===== config.mk =====
export PLATFORM = sky130hd
export DESIGN_NAME = msd_decoder
export DESIGN_NICKNAME = d
export VERILOG_FILES = /design/src/msd_pkg.sv /design/src/msd_reg_if.sv /design/src/msd_scratch_ram.sv /design/src/msd_decoder.sv
export SDC_FILE = /design/constraint.sdc
export NUM_CORES = 2
export LEC_CHECK = 0
export CORE_MARGIN = 3
export CORE_UTILIZATION = 45
export CTS_CLUSTER_DIAMETER = 80
export DETAILED_ROUTE_END_ITERATION = 10
export DONT_BUFFER_PORTS = 1
export SLEW_MARGIN = 10
export SYNTH_ARGS = -nofsm -noshare
export SYNTH_HDL_FRONTEND = slang
export SYNTH_HIERARCHICAL = 1
export SYNTH_SLANG_ARGS = --single-unit

===== constraint.sdc =====
create_clock -name core_clk_in -period 4.1 [get_ports core_clk_in]
set_input_delay 0.82 -clock core_clk_in [delete_from_list [all_inputs] [get_ports core_clk_in]]
set_output_delay 0.82 -clock core_clk_in [all_outputs]
set_load 0.01 [all_outputs]

===== src/msd_pkg.sv =====
// Functional notes
// - Program and data spaces are separate 64kB spaces from 0000h to FFFFh.
// - On-chip range served internally; accesses above it go to external port bus.
// - Both hardware configuration registers change only in flash programming mode.
// - 3-bit partition select splits flash; 111 is all program, 000/001 all data.
// - Partition decode parameterised by 4kB, 8kB, 16kB or 32kB flash size.
// - Zero program flash allocation sends every fetch to external memory.
// - Fetch above highest internal program address goes to external program memory.
// - Internal program flash shrinks from its top when data flash is allocated.
// - Data moves to 0000h-03FFh hit 1kB SRAM; data flash starts at 0400h.
// - Flash write via move select lets data moves reach either flash partition.
// - Instructions never execute from the data flash partition.
// - Lock bit blocks program flash erase and write; data flash stays usable.
// - Internal data accesses never show transferred data on the low port.
// - Flash erased before write, in 128-byte pages, writes by data moves.
// - Code-table read path returns program space bytes, separate from fetch.
// - Direct 00h-7Fh scratchpad, direct 80h-FFh SPECIAL_FUNCTION_REGISTER, indirect 80h-FFh upper RAM.
// - Scratchpad bytes 20h-2Fh also reachable as 128 single bits.
// - Only SFRs ending in 0 or 8 are bit addressable; instruction type decides.
// - Four banks of eight working registers; bank chosen by status word field.
// - Working registers 0 and 1 of active bank act as indirect pointers.
// - External access enabled only when second config bits 0 and 1 are clear.
// - With external access enabled, low port driven zero during internal data phase.
package msd_pkg;
  localparam logic [7:0] MEM_WSEL_ADDR = 8'h8F;
  localparam logic [7:0] STATUS_ADDR = 8'hD0;
  localparam int FLASH_WRITE_BIT = 0;
  localparam int LOCK_BIT = 0;
  localparam int BANK_LSB = 3;
  localparam int EXT_OFF0_BIT = 0;
  localparam int EXT_OFF1_BIT = 1;
  localparam logic [2:0] PART_DEFAULT = 3'h7;
  localparam logic [7:0] MEM_WSEL_RESET = 8'h00;
  localparam logic [7:0] STATUS_RESET = 8'h00;
  localparam logic [7:0] HCR_RESET = 8'hFF;
  localparam logic [15:0] SRAM_TOP = 16'h03FF;
  localparam logic [15:0] DFLASH_BASE = 16'h0400;
  localparam logic [7:0] BIT_BYTE_BASE = 8'h20;
  localparam int PAGE_BYTES = 128;
  localparam int PAGE_SHIFT = 7;
  typedef enum logic [1:0] {
    MSD_TGT_NONE,
    MSD_TGT_INT,
    MSD_TGT_EXT
  } msd_tgt_type;
  typedef enum logic [1:0] {
    MSD_RSP_SCRATCH,
    MSD_RSP_SFR,
    MSD_RSP_BIT
  } msd_rsp_type;

  // Program flash size in 1kB units, by select and flash size in kB
  function automatic logic [5:0] prog_kb(input logic [2:0] sel, input int size_kb);
    logic [5:0] sz;
    sz = size_kb[5:0];
    unique case (sel)
      3'h0, 3'h1: prog_kb = 6'h00;
      3'h2: prog_kb = (sz >= 6'h20) ? sz - 6'h10 : 6'h00;
      3'h3: prog_kb = (sz >= 6'h10) ? sz - 6'h08 : 6'h00;
      3'h4: prog_kb = (sz >= 6'h08) ? sz - 6'h04 : 6'h00;
      3'h5: prog_kb = sz - 6'h02;
      3'h6: prog_kb = sz - 6'h01;
      default: prog_kb = sz;
    endcase
  endfunction
endpackage


===== src/msd_reg_if.sv =====
`timescale 1ns/100ps
interface msd_reg_if;
  logic wr_en;
  logic [7:0] addr;
  logic [7:0] wdata;
  logic [7:0] rdata;
  modport owner (input wr_en, input addr, input wdata, output rdata);
  modport user (output wr_en, output addr, output wdata, input rdata);
endinterface


===== src/msd_scratch_ram.sv =====
`timescale 1ns/100ps
module msd_scratch_ram (
  input wire logic core_clk_in,
  msd_reg_if.owner port
);
  logic [7:0] mem [0:255];
  logic [7:0] rdata_r;
  always_ff @(posedge core_clk_in) begin
    if (port.wr_en) begin
      mem[port.addr] <= port.wdata;
    end
    rdata_r <= mem[port.addr];
  end
  assign port.rdata = rdata_r;
endmodule


===== src/msd_decoder.sv =====
`timescale 1ns/100ps
module msd_decoder #(
  parameter int FLASH_KB = 32
) (
  input wire logic core_clk_in,
  input wire logic rst_b_in,
  input wire logic prog_mode_in,
  input wire logic cfg_load_in,
  input wire logic [7:0] cfg_first_in,
  input wire logic [7:0] cfg_second_in,
  input wire logic fetch_in,
  input wire logic code_read_in,
  input wire logic [15:0] code_addr_in,
  input wire logic move_in,
  input wire logic move_wr_in,
  input wire logic move_erase_in,
  input wire logic [15:0] move_addr_in,
  input wire logic [7:0] move_wdata_in,
  input wire logic reg_in,
  input wire logic reg_wr_in,
  input wire logic reg_indirect_in,
  input wire logic reg_bit_in,
  input wire logic reg_work_in,
  input wire logic [2:0] work_sel_in,
  input wire logic [7:0] reg_addr_in,
  input wire logic [7:0] reg_wdata_in,
  output logic code_ext_out,
  output logic code_int_out,
  output logic [15:0] code_flash_addr_out,
  output logic data_sram_out,
  output logic data_flash_out,
  output logic data_ext_out,
  output logic data_refused_out,
  output logic [15:0] data_flash_addr_out,
  output logic erase_page_out,
  output logic [8:0] erase_page_num_out,
  output logic ext_enable_out,
  output logic [7:0] low_port_out,
  output logic [7:0] high_port_out,
  output logic sfr_sel_out,
  output logic [7:0] sfr_addr_out,
  output logic bit_access_out,
  output logic [2:0] bit_index_out,
  output logic [7:0] reg_rdata_out,
  output logic [7:0] pointer_zero_out,
  output logic [7:0] pointer_one_out,
  output logic [2:0] part_sel_out
);
  localparam logic [16:0] FLASH_BYTES = 17'(FLASH_KB * 1024);
  logic [7:0] hcr_first_r, hcr_first_nxt;
  logic [7:0] hcr_second_r, hcr_second_nxt;
  logic [7:0] mem_wsel_r, mem_wsel_nxt;
  logic [7:0] status_r, status_nxt;
  logic ext_en_r, ext_en_nxt;
  logic [16:0] prog_top;
  logic ext_en;
  logic [1:0] bank;
  msd_reg_if ram_port ();
  msd_scratch_ram u_ram (
    .core_clk_in(core_clk_in),
    .port(ram_port)
  );

  // Configuration and local register state
  always_comb begin
    hcr_first_nxt = hcr_first_r;
    hcr_second_nxt = hcr_second_r;
    mem_wsel_nxt = mem_wsel_r;
    status_nxt = status_r;
    if (cfg_load_in && prog_mode_in) begin
      hcr_first_nxt = cfg_first_in;
      hcr_second_nxt = cfg_second_in;
    end
    // Own flop so the enable pin never glitches
    ext_en_nxt = !hcr_second_nxt[msd_pkg::EXT_OFF0_BIT]
      && !hcr_second_nxt[msd_pkg::EXT_OFF1_BIT];
    if (reg_in && reg_wr_in && !reg_indirect_in && !reg_bit_in && !reg_work_in) begin
      if (reg_addr_in == msd_pkg::MEM_WSEL_ADDR) begin
        mem_wsel_nxt = reg_wdata_in;
      end
      if (reg_addr_in == msd_pkg::STATUS_ADDR) begin
        status_nxt = reg_wdata_in;
      end
    end
  end
  always_ff @(posedge core_clk_in or negedge rst_b_in) begin
    if (!rst_b_in) begin
      hcr_first_r <= msd_pkg::HCR_RESET;
      hcr_second_r <= msd_pkg::HCR_RESET;
      mem_wsel_r <= msd_pkg::MEM_WSEL_RESET;
      status_r <= msd_pkg::STATUS_RESET;
      ext_en_r <= 1'b0;
    end else begin
      hcr_first_r <= hcr_first_nxt;
      hcr_second_r <= hcr_second_nxt;
      mem_wsel_r <= mem_wsel_nxt;
      status_r <= status_nxt;
      ext_en_r <= ext_en_nxt;
    end
  end

  // Partition top; data flash sits above the SRAM
  always_comb begin
    prog_top = {1'b0, msd_pkg::prog_kb(hcr_first_r[7:5], FLASH_KB), 10'h000};
    ext_en = !hcr_second_r[msd_pkg::EXT_OFF0_BIT] && !hcr_second_r[msd_pkg::EXT_OFF1_BIT];
    bank = status_r[msd_pkg::BANK_LSB +: 2];
  end

  // Program side: fetch and code-table read
  logic code_int_nxt, code_ext_nxt;
  logic [15:0] code_faddr_nxt;
  logic code_int_r, code_ext_r;
  logic [15:0] code_faddr_r;
  always_comb begin
    code_int_nxt = 1'b0;
    code_ext_nxt = 1'b0;
    code_faddr_nxt = code_addr_in;
    if (fetch_in || code_read_in) begin
      // Fetches never land in data flash: it lies above prog_top
      if ({1'b0, code_addr_in} < prog_top) begin
        code_int_nxt = 1'b1;
      end else begin
        code_ext_nxt = ext_en;
      end
    end
  end

  // Data side: SRAM, data flash, program flash via move, external
  logic [16:0] dflash_end, maddr;
  logic sram_nxt, dfl_nxt, dext_nxt, refused_nxt, erase_nxt;
  logic [15:0] dfaddr_nxt;
  logic sram_r, dfl_r, dext_r, refused_r, erase_r;
  logic [15:0] dfaddr_r;
  always_comb begin
    dflash_end = (FLASH_BYTES - prog_top) + {1'b0, msd_pkg::DFLASH_BASE};
    maddr = {1'b0, move_addr_in};
    sram_nxt = 1'b0;
    dfl_nxt = 1'b0;
    dext_nxt = 1'b0;
    refused_nxt = 1'b0;
    erase_nxt = 1'b0;
    dfaddr_nxt = 16'h0000;
    if (move_in) begin
      if (move_addr_in <= msd_pkg::SRAM_TOP) begin
        sram_nxt = !move_erase_in;
      end else if (maddr < dflash_end) begin
        dfl_nxt = 1'b1;
        dfaddr_nxt = 16'(prog_top + maddr - {1'b0, msd_pkg::DFLASH_BASE});
        erase_nxt = move_erase_in;
      end else if (mem_wsel_r[msd_pkg::FLASH_WRITE_BIT] && maddr < prog_top) begin
        // Locked program flash still reads, refuses write and erase
        if ((move_wr_in || move_erase_in) && !hcr_first_r[msd_pkg::LOCK_BIT]) begin
          refused_nxt = 1'b1;
        end else begin
          dfl_nxt = 1'b1;
          dfaddr_nxt = move_addr_in;
          erase_nxt = move_erase_in;
        end
      end else begin
        dext_nxt = ext_en;
      end
    end
  end

  // Port bus: address high on high port, address low or write data on low port, low port held zero for internal accesses
  logic [7:0] low_nxt, high_nxt, low_r, high_r;
  always_comb begin
    low_nxt = 8'h00;
    high_nxt = 8'h00;
    if (ext_en) begin
      if (fetch_in || code_read_in) begin
        high_nxt = code_addr_in[15:8];
        low_nxt = code_int_nxt ? 8'h00 : code_addr_in[7:0];
      end else if (move_in) begin
        high_nxt = move_addr_in[15:8];
        low_nxt = dext_nxt ? (move_wr_in ? move_wdata_in : move_addr_in[7:0]) : 8'h00;
      end
    end
  end

  // Register space
  logic [7:0] raddr;
  logic sfr_nxt, bit_nxt;
  logic [2:0] bidx_nxt;
  logic sfr_r, bit_r;
  logic [2:0] bidx_r;
  logic [7:0] saddr_r;
  always_comb begin
    raddr = reg_addr_in;
    sfr_nxt = 1'b0;
    bit_nxt = 1'b0;
    bidx_nxt = 3'h0;
    if (reg_work_in) begin
      raddr = {3'h0, bank, work_sel_in};
    end else if (reg_bit_in) begin
      bit_nxt = 1'b1;
      bidx_nxt = reg_addr_in[2:0];
      if (reg_addr_in[7]) begin
        raddr = {reg_addr_in[7:3], 3'h0};
        sfr_nxt = reg_in;
      end else begin
        raddr = msd_pkg::BIT_BYTE_BASE + {4'h0, reg_addr_in[6:3]};
      end
    end else if (reg_addr_in[7] && !reg_indirect_in) begin
      sfr_nxt = reg_in;
    end
  end
  assign ram_port.addr = raddr;
  assign ram_port.wdata = reg_wdata_in;
  assign ram_port.wr_en = reg_in && reg_wr_in && !sfr_nxt && !reg_bit_in;

  // Pointers loaded by writes to bank-relative working registers 0 and 1
  logic [7:0] ptr0_r, ptr1_r;
  always_ff @(posedge core_clk_in or negedge rst_b_in) begin
    if (!rst_b_in) begin
      ptr0_r <= 8'h00;
      ptr1_r <= 8'h00;
    end else if (reg_in && reg_wr_in && ram_port.wr_en) begin
      if (raddr == {3'h0, bank, 3'h0}) begin
        ptr0_r <= reg_wdata_in;
      end
      if (raddr == {3'h0, bank, 3'h1}) begin
        ptr1_r <= reg_wdata_in;
      end
    end
  end

  // Pointer copies are per active bank; a bank switch needs reloading by software
  always_ff @(posedge core_clk_in or negedge rst_b_in) begin
    if (!rst_b_in) begin
      code_int_r <= 1'b0;
      code_ext_r <= 1'b0;
      code_faddr_r <= 16'h0000;
      sram_r <= 1'b0;
      dfl_r <= 1'b0;
      dext_r <= 1'b0;
      refused_r <= 1'b0;
      erase_r <= 1'b0;
      dfaddr_r <= 16'h0000;
      low_r <= 8'h00;
      high_r <= 8'h00;
      sfr_r <= 1'b0;
      bit_r <= 1'b0;
      bidx_r <= 3'h0;
      saddr_r <= 8'h00;
    end else begin
      code_int_r <= code_int_nxt;
      code_ext_r <= code_ext_nxt;
      code_faddr_r <= code_faddr_nxt;
      sram_r <= sram_nxt;
      dfl_r <= dfl_nxt;
      dext_r <= dext_nxt;
      refused_r <= refused_nxt;
      erase_r <= erase_nxt;
      dfaddr_r <= dfaddr_nxt;
      low_r <= low_nxt;
      high_r <= high_nxt;
      sfr_r <= sfr_nxt;
      bit_r <= bit_nxt;
      bidx_r <= bidx_nxt;
      saddr_r <= raddr;
    end
  end

  // SFR reads give the 8Fh register, any other SFR address gives status; non-SFR reads come from scratchpad
  logic [7:0] rdata_r;
  always_ff @(posedge core_clk_in or negedge rst_b_in) begin
    if (!rst_b_in) begin
      rdata_r <= 8'h00;
    end else begin
      rdata_r <= (raddr == msd_pkg::MEM_WSEL_ADDR) ? mem_wsel_r : status_r;
    end
  end

  assign code_int_out = code_int_r;
  assign code_ext_out = code_ext_r;
  assign code_flash_addr_out = code_faddr_r;
  assign data_sram_out = sram_r;
  assign data_flash_out = dfl_r;
  assign data_ext_out = dext_r;
  assign data_refused_out = refused_r;
  assign data_flash_addr_out = dfaddr_r;
  assign erase_page_out = erase_r;
  assign erase_page_num_out = dfaddr_r[15:msd_pkg::PAGE_SHIFT];
  assign ext_enable_out = ext_en_r;
  assign low_port_out = low_r;
  assign high_port_out = high_r;
  assign sfr_sel_out = sfr_r;
  assign sfr_addr_out = saddr_r;
  assign bit_access_out = bit_r;
  assign bit_index_out = bidx_r;
  assign reg_rdata_out = sfr_r ? rdata_r : ram_port.rdata;
  assign pointer_zero_out = ptr0_r;
  assign pointer_one_out = ptr1_r;
  assign part_sel_out = hcr_first_r[7:5];

  property p_fetch_ext;
    @(posedge core_clk_in) disable iff (!rst_b_in)
      (fetch_in && ext_en && {1'b0, code_addr_in} >= prog_top) |=> code_ext_out && !code_int_out;
  endproperty
  a_fetch_ext: assert property (p_fetch_ext) else $error("High fetch not external");
  property p_sram;
    @(posedge core_clk_in) disable iff (!rst_b_in)
      (move_in && !move_erase_in && move_addr_in <= 16'h03FF) |=> data_sram_out && !data_ext_out;
  endproperty
  a_sram: assert property (p_sram) else $error("Low data move missed SRAM");
  property p_hcr_hold;
    @(posedge core_clk_in) disable iff (!rst_b_in)
      !prog_mode_in |=> $stable(hcr_first_r) && $stable(hcr_second_r);
  endproperty
  a_hcr_hold: assert property (p_hcr_hold) else $error("Config changed outside programming");
  property p_low_zero;
    @(posedge core_clk_in) disable iff (!rst_b_in)
      (move_in && move_addr_in <= 16'h03FF) |=> low_port_out == 8'h00;
  endproperty
  a_low_zero: assert property (p_low_zero) else $error("Internal data leaked on low port");
  property p_no_ext;
    @(posedge core_clk_in) disable iff (!rst_b_in)
      !ext_en |=> !code_ext_out && !data_ext_out;
  endproperty
  a_no_ext: assert property (p_no_ext) else $error("External access while disabled");
  property p_sfr;
    @(posedge core_clk_in) disable iff (!rst_b_in)
      (reg_in && !reg_bit_in && !reg_work_in) |=> sfr_sel_out == $past(reg_addr_in[7] && !reg_indirect_in);
  endproperty
  a_sfr: assert property (p_sfr) else $error("Register space split wrong");
  property p_lock;
    @(posedge core_clk_in) disable iff (!rst_b_in)
      (move_in && move_wr_in && !hcr_first_r[0] && {1'b0, move_addr_in} < prog_top
       && move_addr_in > 16'h03FF && {1'b0, move_addr_in} >= dflash_end) |=> !data_flash_out;
  endproperty
  a_lock: assert property (p_lock) else $error("Locked program flash written");
  property p_bank;
    @(posedge core_clk_in) disable iff (!rst_b_in)
      (reg_in && reg_work_in) |=> sfr_addr_out == {3'h0, $past(status_r[4:3]), $past(work_sel_in)};
  endproperty
  a_bank: assert property (p_bank) else $error("Working register bank wrong");
endmodule


Yosys cells after proc, flatten, opt, wreduce, memory -nomap -nowiden. Memory sizes are Yosys's and may differ from the RTL's. A register that Yosys moved wholly into a read port is not among the register bits. Cells that the tools add are included.

Word-level logic and storage cells: 131. Output and inout bits: 105. Memories kept: 1. Register bits after elaboration: 119. RAM bits: 2048. Bits of input ports: 89.

Add/sub/neg operators: 5. Mux-type cells: 56. Reductions and logical operators: 31. Eq/ne operators: 11. Order comparisons: 4.

Memory list: u_ram.mem (depth 256, bits a word 8, rd ports 1, clocked after memory_dff 1, wr ports 1, line msd_scratch_ram.sv:6) `logic [7:0] mem [0:255];`.

Operator list (number): two-way mux 8 bit (14); two-way mux 16 bit (5); case mux 6 bit (6 select lines) (1); two-way mux 1 bit (33); less-than comparator 16 bit (2); equality test 8 bit, second input constant (3); adder 17 x 11 -> 17 bit, second input constant (1); less-than comparator 16 x 17 -> 1 bit (1); subtractor 16 x 16 -> 17 bit, first input constant (1); adder 16 bit (1); equality test 8 x 5 -> 1 bit (2); <= comparator 16 x 10 -> 1 bit, second input constant (1); subtractor 16 x 11 -> 16 bit, second input constant (1); logical AND 1 bit (13); logical NOT 1 bit (10); equality test 3 bit, second input constant (3); AND reduction 2 bit (4); adder 6 x 4 -> 7 bit, first input constant (1); equality test 3 x 2 -> 1 bit, second input constant (2); two-way mux 3 bit (2); equality test 3 x 1 -> 1 bit, second input constant (1); logical NOT 3 bit (1); logical OR 1 bit (2); two-way mux 2 bit (1); OR reduction 2 bit (1).

Logic depth before layout (Yosys ltp).
Depth in word-level cells: 13. Depth in mapped cells: 13.

By module. The synthesis kept the hierarchy.

Modules (own cells, without submodules): msd_scratch_ram (cells each 3547, area an instance 78492.8 um^2, times used 1, seq. area each 61659.1 um^2); msd_decoder (cells each 424, area an instance 5340.1 um^2, times used 1, seq. area each 2885.3 um^2).

Least setup slack after synthesis. Ideal clock, no wire load.

Path type: input to register. Start: in reg_addr_in[7]. End: mem u_ram.mem[111][0] (enable). Stages: 12. Library setup time: 0.370 ns. Setup slack: 0.217 ns. Required time: 3.730 ns. Arrival: 3.513 ns. Path through: and2b_4 > a21oi_1 > o21ai_1 > buf_2 > clkbuf_1 > clkbuf_1 > nand2_1 > buf_2 > nor2_1 > nand2_1 > clkbuf_1 > nor2_1.

Elaborated cells on any way between the ends: 13. Classes of those cells: mux: 9; reduce/logical: 4.

RTL lines: start, declared (line msd_decoder.sv:25) `input wire logic [7:0] reg_addr_in,`; two-way mux 8 bit (line msd_decoder.sv:198) `if (reg_addr_in[7]) begin`; two-way mux 8 bit (line msd_decoder.sv:195) `end else if (reg_bit_in) begin`; two-way mux 8 bit (line msd_decoder.sv:193) `if (reg_work_in) begin`; via raddr[1] (line msd_decoder.sv:182) `logic [7:0] raddr;`; end, declared (line msd_scratch_ram.sv:6).

The timed path passes the listed nets, and every way through them passes these cells.

Worst setup path after layout.
Start: in reg_addr_in[7]. End: reg u_ram.rdata_r[0] (netlist: u_ram/port.rdata[0]), read port of u_ram.mem.

Cells in the longest elaborated chain, start to end: 3.

RTL lines: two-way mux 8 bit (line msd_decoder.sv:198); two-way mux 8 bit (line msd_decoder.sv:195); two-way mux 8 bit (line msd_decoder.sv:193); via raddr[0] (line msd_decoder.sv:182); end, declared (line msd_scratch_ram.sv:7) `logic [7:0] rdata_r;`.

The timed path passes the listed nets, and every way through them passes these cells. A chain may end at the register's enable or synchronous reset.

==> impl_results.md <==
- Max reg flops: between 2000 and 2500
- Worst min path class: in2reg
- P_leak: slightly above 30 nW
- Final Setup Violations: 0
- R2r endpoint: data_flash_addr_out[9]
- Drc violations: 0
- Core ar.: around 180000 sq um
- Fin nets: 4488
- CP cell instances: and3b_1, o31ai_1, buf_4, inv_8, buf_12, buf_12, buf_4, mux4_2, a22oi_1, a21oi_1, o41ai_1, buf_4, nand4_1
- DR vias: ~41000
- Final period util: between 90 and 100%
- Vias per cell: between 5 and 6
- Post-route ant nets: 0
- Post-synth EDFFs: between 2000 and 2500
- Worst EP arrival: 4410 ps
- Critical path's largest stage delay: 940 ps
- Synth Flop Type: edfxtp_1
- Fin Clk Skew: around 37 ps
- Power Dens Cells: about 480 nW/um^2
- DIE WIDTH: 438 um
- CP endpoint kind: flop
- Slowest cell on crit path: o41ai_1
- Max Freq: between 200 and 300 MHz
- Drt first pass iters: 6
- Largest fanout on the critical path: 16
- Power Total: between 40 and 50 mW
- CP endpoint: u_ram/port.rdata[0]
- Post-Syn Area: roughly 84000 sq um
- Largest Register: u_ram/mem
- Die Area: 192000 sq um
- Gr ovfl total: 0
- Starting DRT DRC Count: approximately 4200
- Cell mode on critical path: buf_4
- Num CTS Buffers: roughly 220
- Initial Util: between 40 and 50%
- Gpl congestion: about 0.8
- Worst hold margin: approximately 80 ps
- Syn Inst Count: 3971
- Setup TNS: 0 ps
- RSZ-0062 raised after global routing: false
- Clock Latency Late Sink: 830 ps
- WL/cell: 29.2 um
- Worst reg-to-reg path cell count: 12
- Synth Register Bits: 2171
- Syn Nets: approximately 4100
- Syn avg cell area: ~21 sq um
- CP Class: in2reg
- CTS H-tree depth: 4
- Root buf cell: clkbuf_16
- PortBufs: 0
- Dpl ws: -445 ps
- Status: complete, no violations
- Placed wire-length estimate: roughly 120000 um
- GRT Overall Usage: a little over a fifth
- HP Start: move_erase_in
- PostCTS Resize Cnt: 0
- Register area: around 65000 sq um
- Critical Path Start Type: primary input
- Most common cell after layout, fill and taps aside: edfxtp_1
- Clock slew at reported path FFs: roughly 60 ps
- Slew HR: 4.32%
- FF-to-FF Start: hcr_first_r[6]
- Area delta synth->final: 15.1%
- Hold Violations, Final: 0
- Yosys cell types: 61
- YS warnings: 6
- Post-route insts no fill: 7018
- Most frequent cells in the layout: 2048 x edfxtp_1, 512 x mux4_2, 369 x buf_4
- Post-layout util: 52.4%
- Fin. max-slew vios: 0
- Initial antenna violation count: 9
- Layout cells sized above 1: between 20% and 30%
- Clk sinks: 2171
- Max IR drop VDD: between 0.3 and 0.4 mV
- First-pass GRT wire length: a little under 300000 um
- Crit path launch: reg_addr_in[7]
- Multi-input gate area in the final layout: ~18000 sq um
- # rows: about 160
- Finished layout cell area: between 90000 and 100000 sq um
- I/O pin count: 194
- Worst Tran Pin Value: roughly 1400 ps
- CTS hold repair buffers: 18
- CTS tree: done
- Min Tclk post-route: 3700 ps
- # fillers: about 14000
- WL final: 205000 um
- Setup ws final: around 400 ps
- Max_cap viols: 0
- Async S/R FF share, synth: 5.30%
- CP required: 4810 ps
- Number of global-route vias before repair: around 42000
- Placed inst area: 89500 sq um
- Largest net degree at the start of global routing: about 260
- Placed insts: between 6000 and 7000
- Clock buffer depth: 3
- Reg2reg setup slack: around 630 ps
- Postcts setup bufs: 0
- Sequential share of the synthesized area: slightly below 80%
- Die Y: about 440 um
## logic make-up (layout without fill, tap and decap cells)
kind of cell,count (synthesis),count (layout),share of synthesized area (%)
AO/OA/AOI/OAI,474,474,3.84
buffers and inverters,274,855,1.55
XOR/XNOR,7,7,0.0731
adder cells (fa/ha/maj),28,28,0.427
multiplexers,577,577,14.6
AND/OR/NAND/NOR,440,440,2.49
flip-flops,2171,2171,77.0
other,0,2,0
## critical path, delay by kind of cell
kind | cells | cell delay, ps
AO/OA/AOI/OAI | 4 | 1320
buffers and inverters | 6 | 1380
multiplexers | 1 | 560
AND/OR/NAND/NOR | 2 | 270
## final cells by class
class | count | share of cell area [%]
repair buffers | 436 | 4.09
inverters | 20 | 0.0856
clock buffers | 288 | 6.19
diodes | 2 | 0.00519
clock inverters | 111 | 0.831
flip-flops and latches | 2171 | 66.9
multi-input cells | 1526 | 18.7
well taps | 2464 | 3.19
## synth_stat cells, types with 8 or more instances
| master | n | share of area (%) |
|---|---|---|
| edfxtp_1 | 2048 | 73 |
| mux4_2 | 512 | 14 |
| a22oi_1 | 256 | 2.3 |
| nor2_1 | 239 | 1.1 |
| clkbuf_1 | 154 | 0.69 |
| a21oi_1 | 151 | 0.90 |
| dfrtp_1 | 109 | 3.3 |
| mux2_2 | 65 | 0.87 |
| nand2_1 | 50 | 0.22 |
| buf_2 | 36 | 0.21 |
| o41ai_1 | 32 | 0.33 |
| nor3_1 | 31 | 0.19 |
| buf_4 | 28 | 0.25 |
| ha_1 | 27 | 0.40 |
| nand3_1 | 24 | 0.14 |
| buf_1 | 20 | 0.090 |
| inv_1 | 20 | 0.090 |
| and2_1 | 17 | 0.13 |
| buf_6 | 16 | 0.21 |
| nand2b_1 | 14 | 0.10 |
| nor2b_1 | 12 | 0.090 |
| nand4_1 | 9 | 0.067 |
| a22o_1 | 8 | 0.084 |
| dfxtp_1 | 8 | 0.19 |
| nand4b_1 | 8 | 0.084 |
## where the power goes
part           switching (mW)  internal (mW)  total (mW)
clock network            8.14           10.7        18.9
logic                    1.63           1.33        2.96
registers               0.170           24.4        24.6
## layer usage
metal  global-route usage [%]  routed length, um
met3                     3.79              14700
met1                     30.4              85300
met4                     5.01               4410
met2                     34.8             101000
met5                        0                 21
## how the worst min path moves through the flow
| stage | endpoint | cells after the start |
|---|---|---|
| 2_1_floorplan | status_r[0] | 1 |
| 3_3_place_gp | status_r[2] | 1 |
| 3_5_place_dp | status_r[6] | 1 |
| 4_1_cts | data_sram_out | 1 |
| 5_1_grt | data_sram_out | 1 |
| 6_report | data_sram_out | 1 |
No activity file was read; power rests on OpenSTA's default activity.
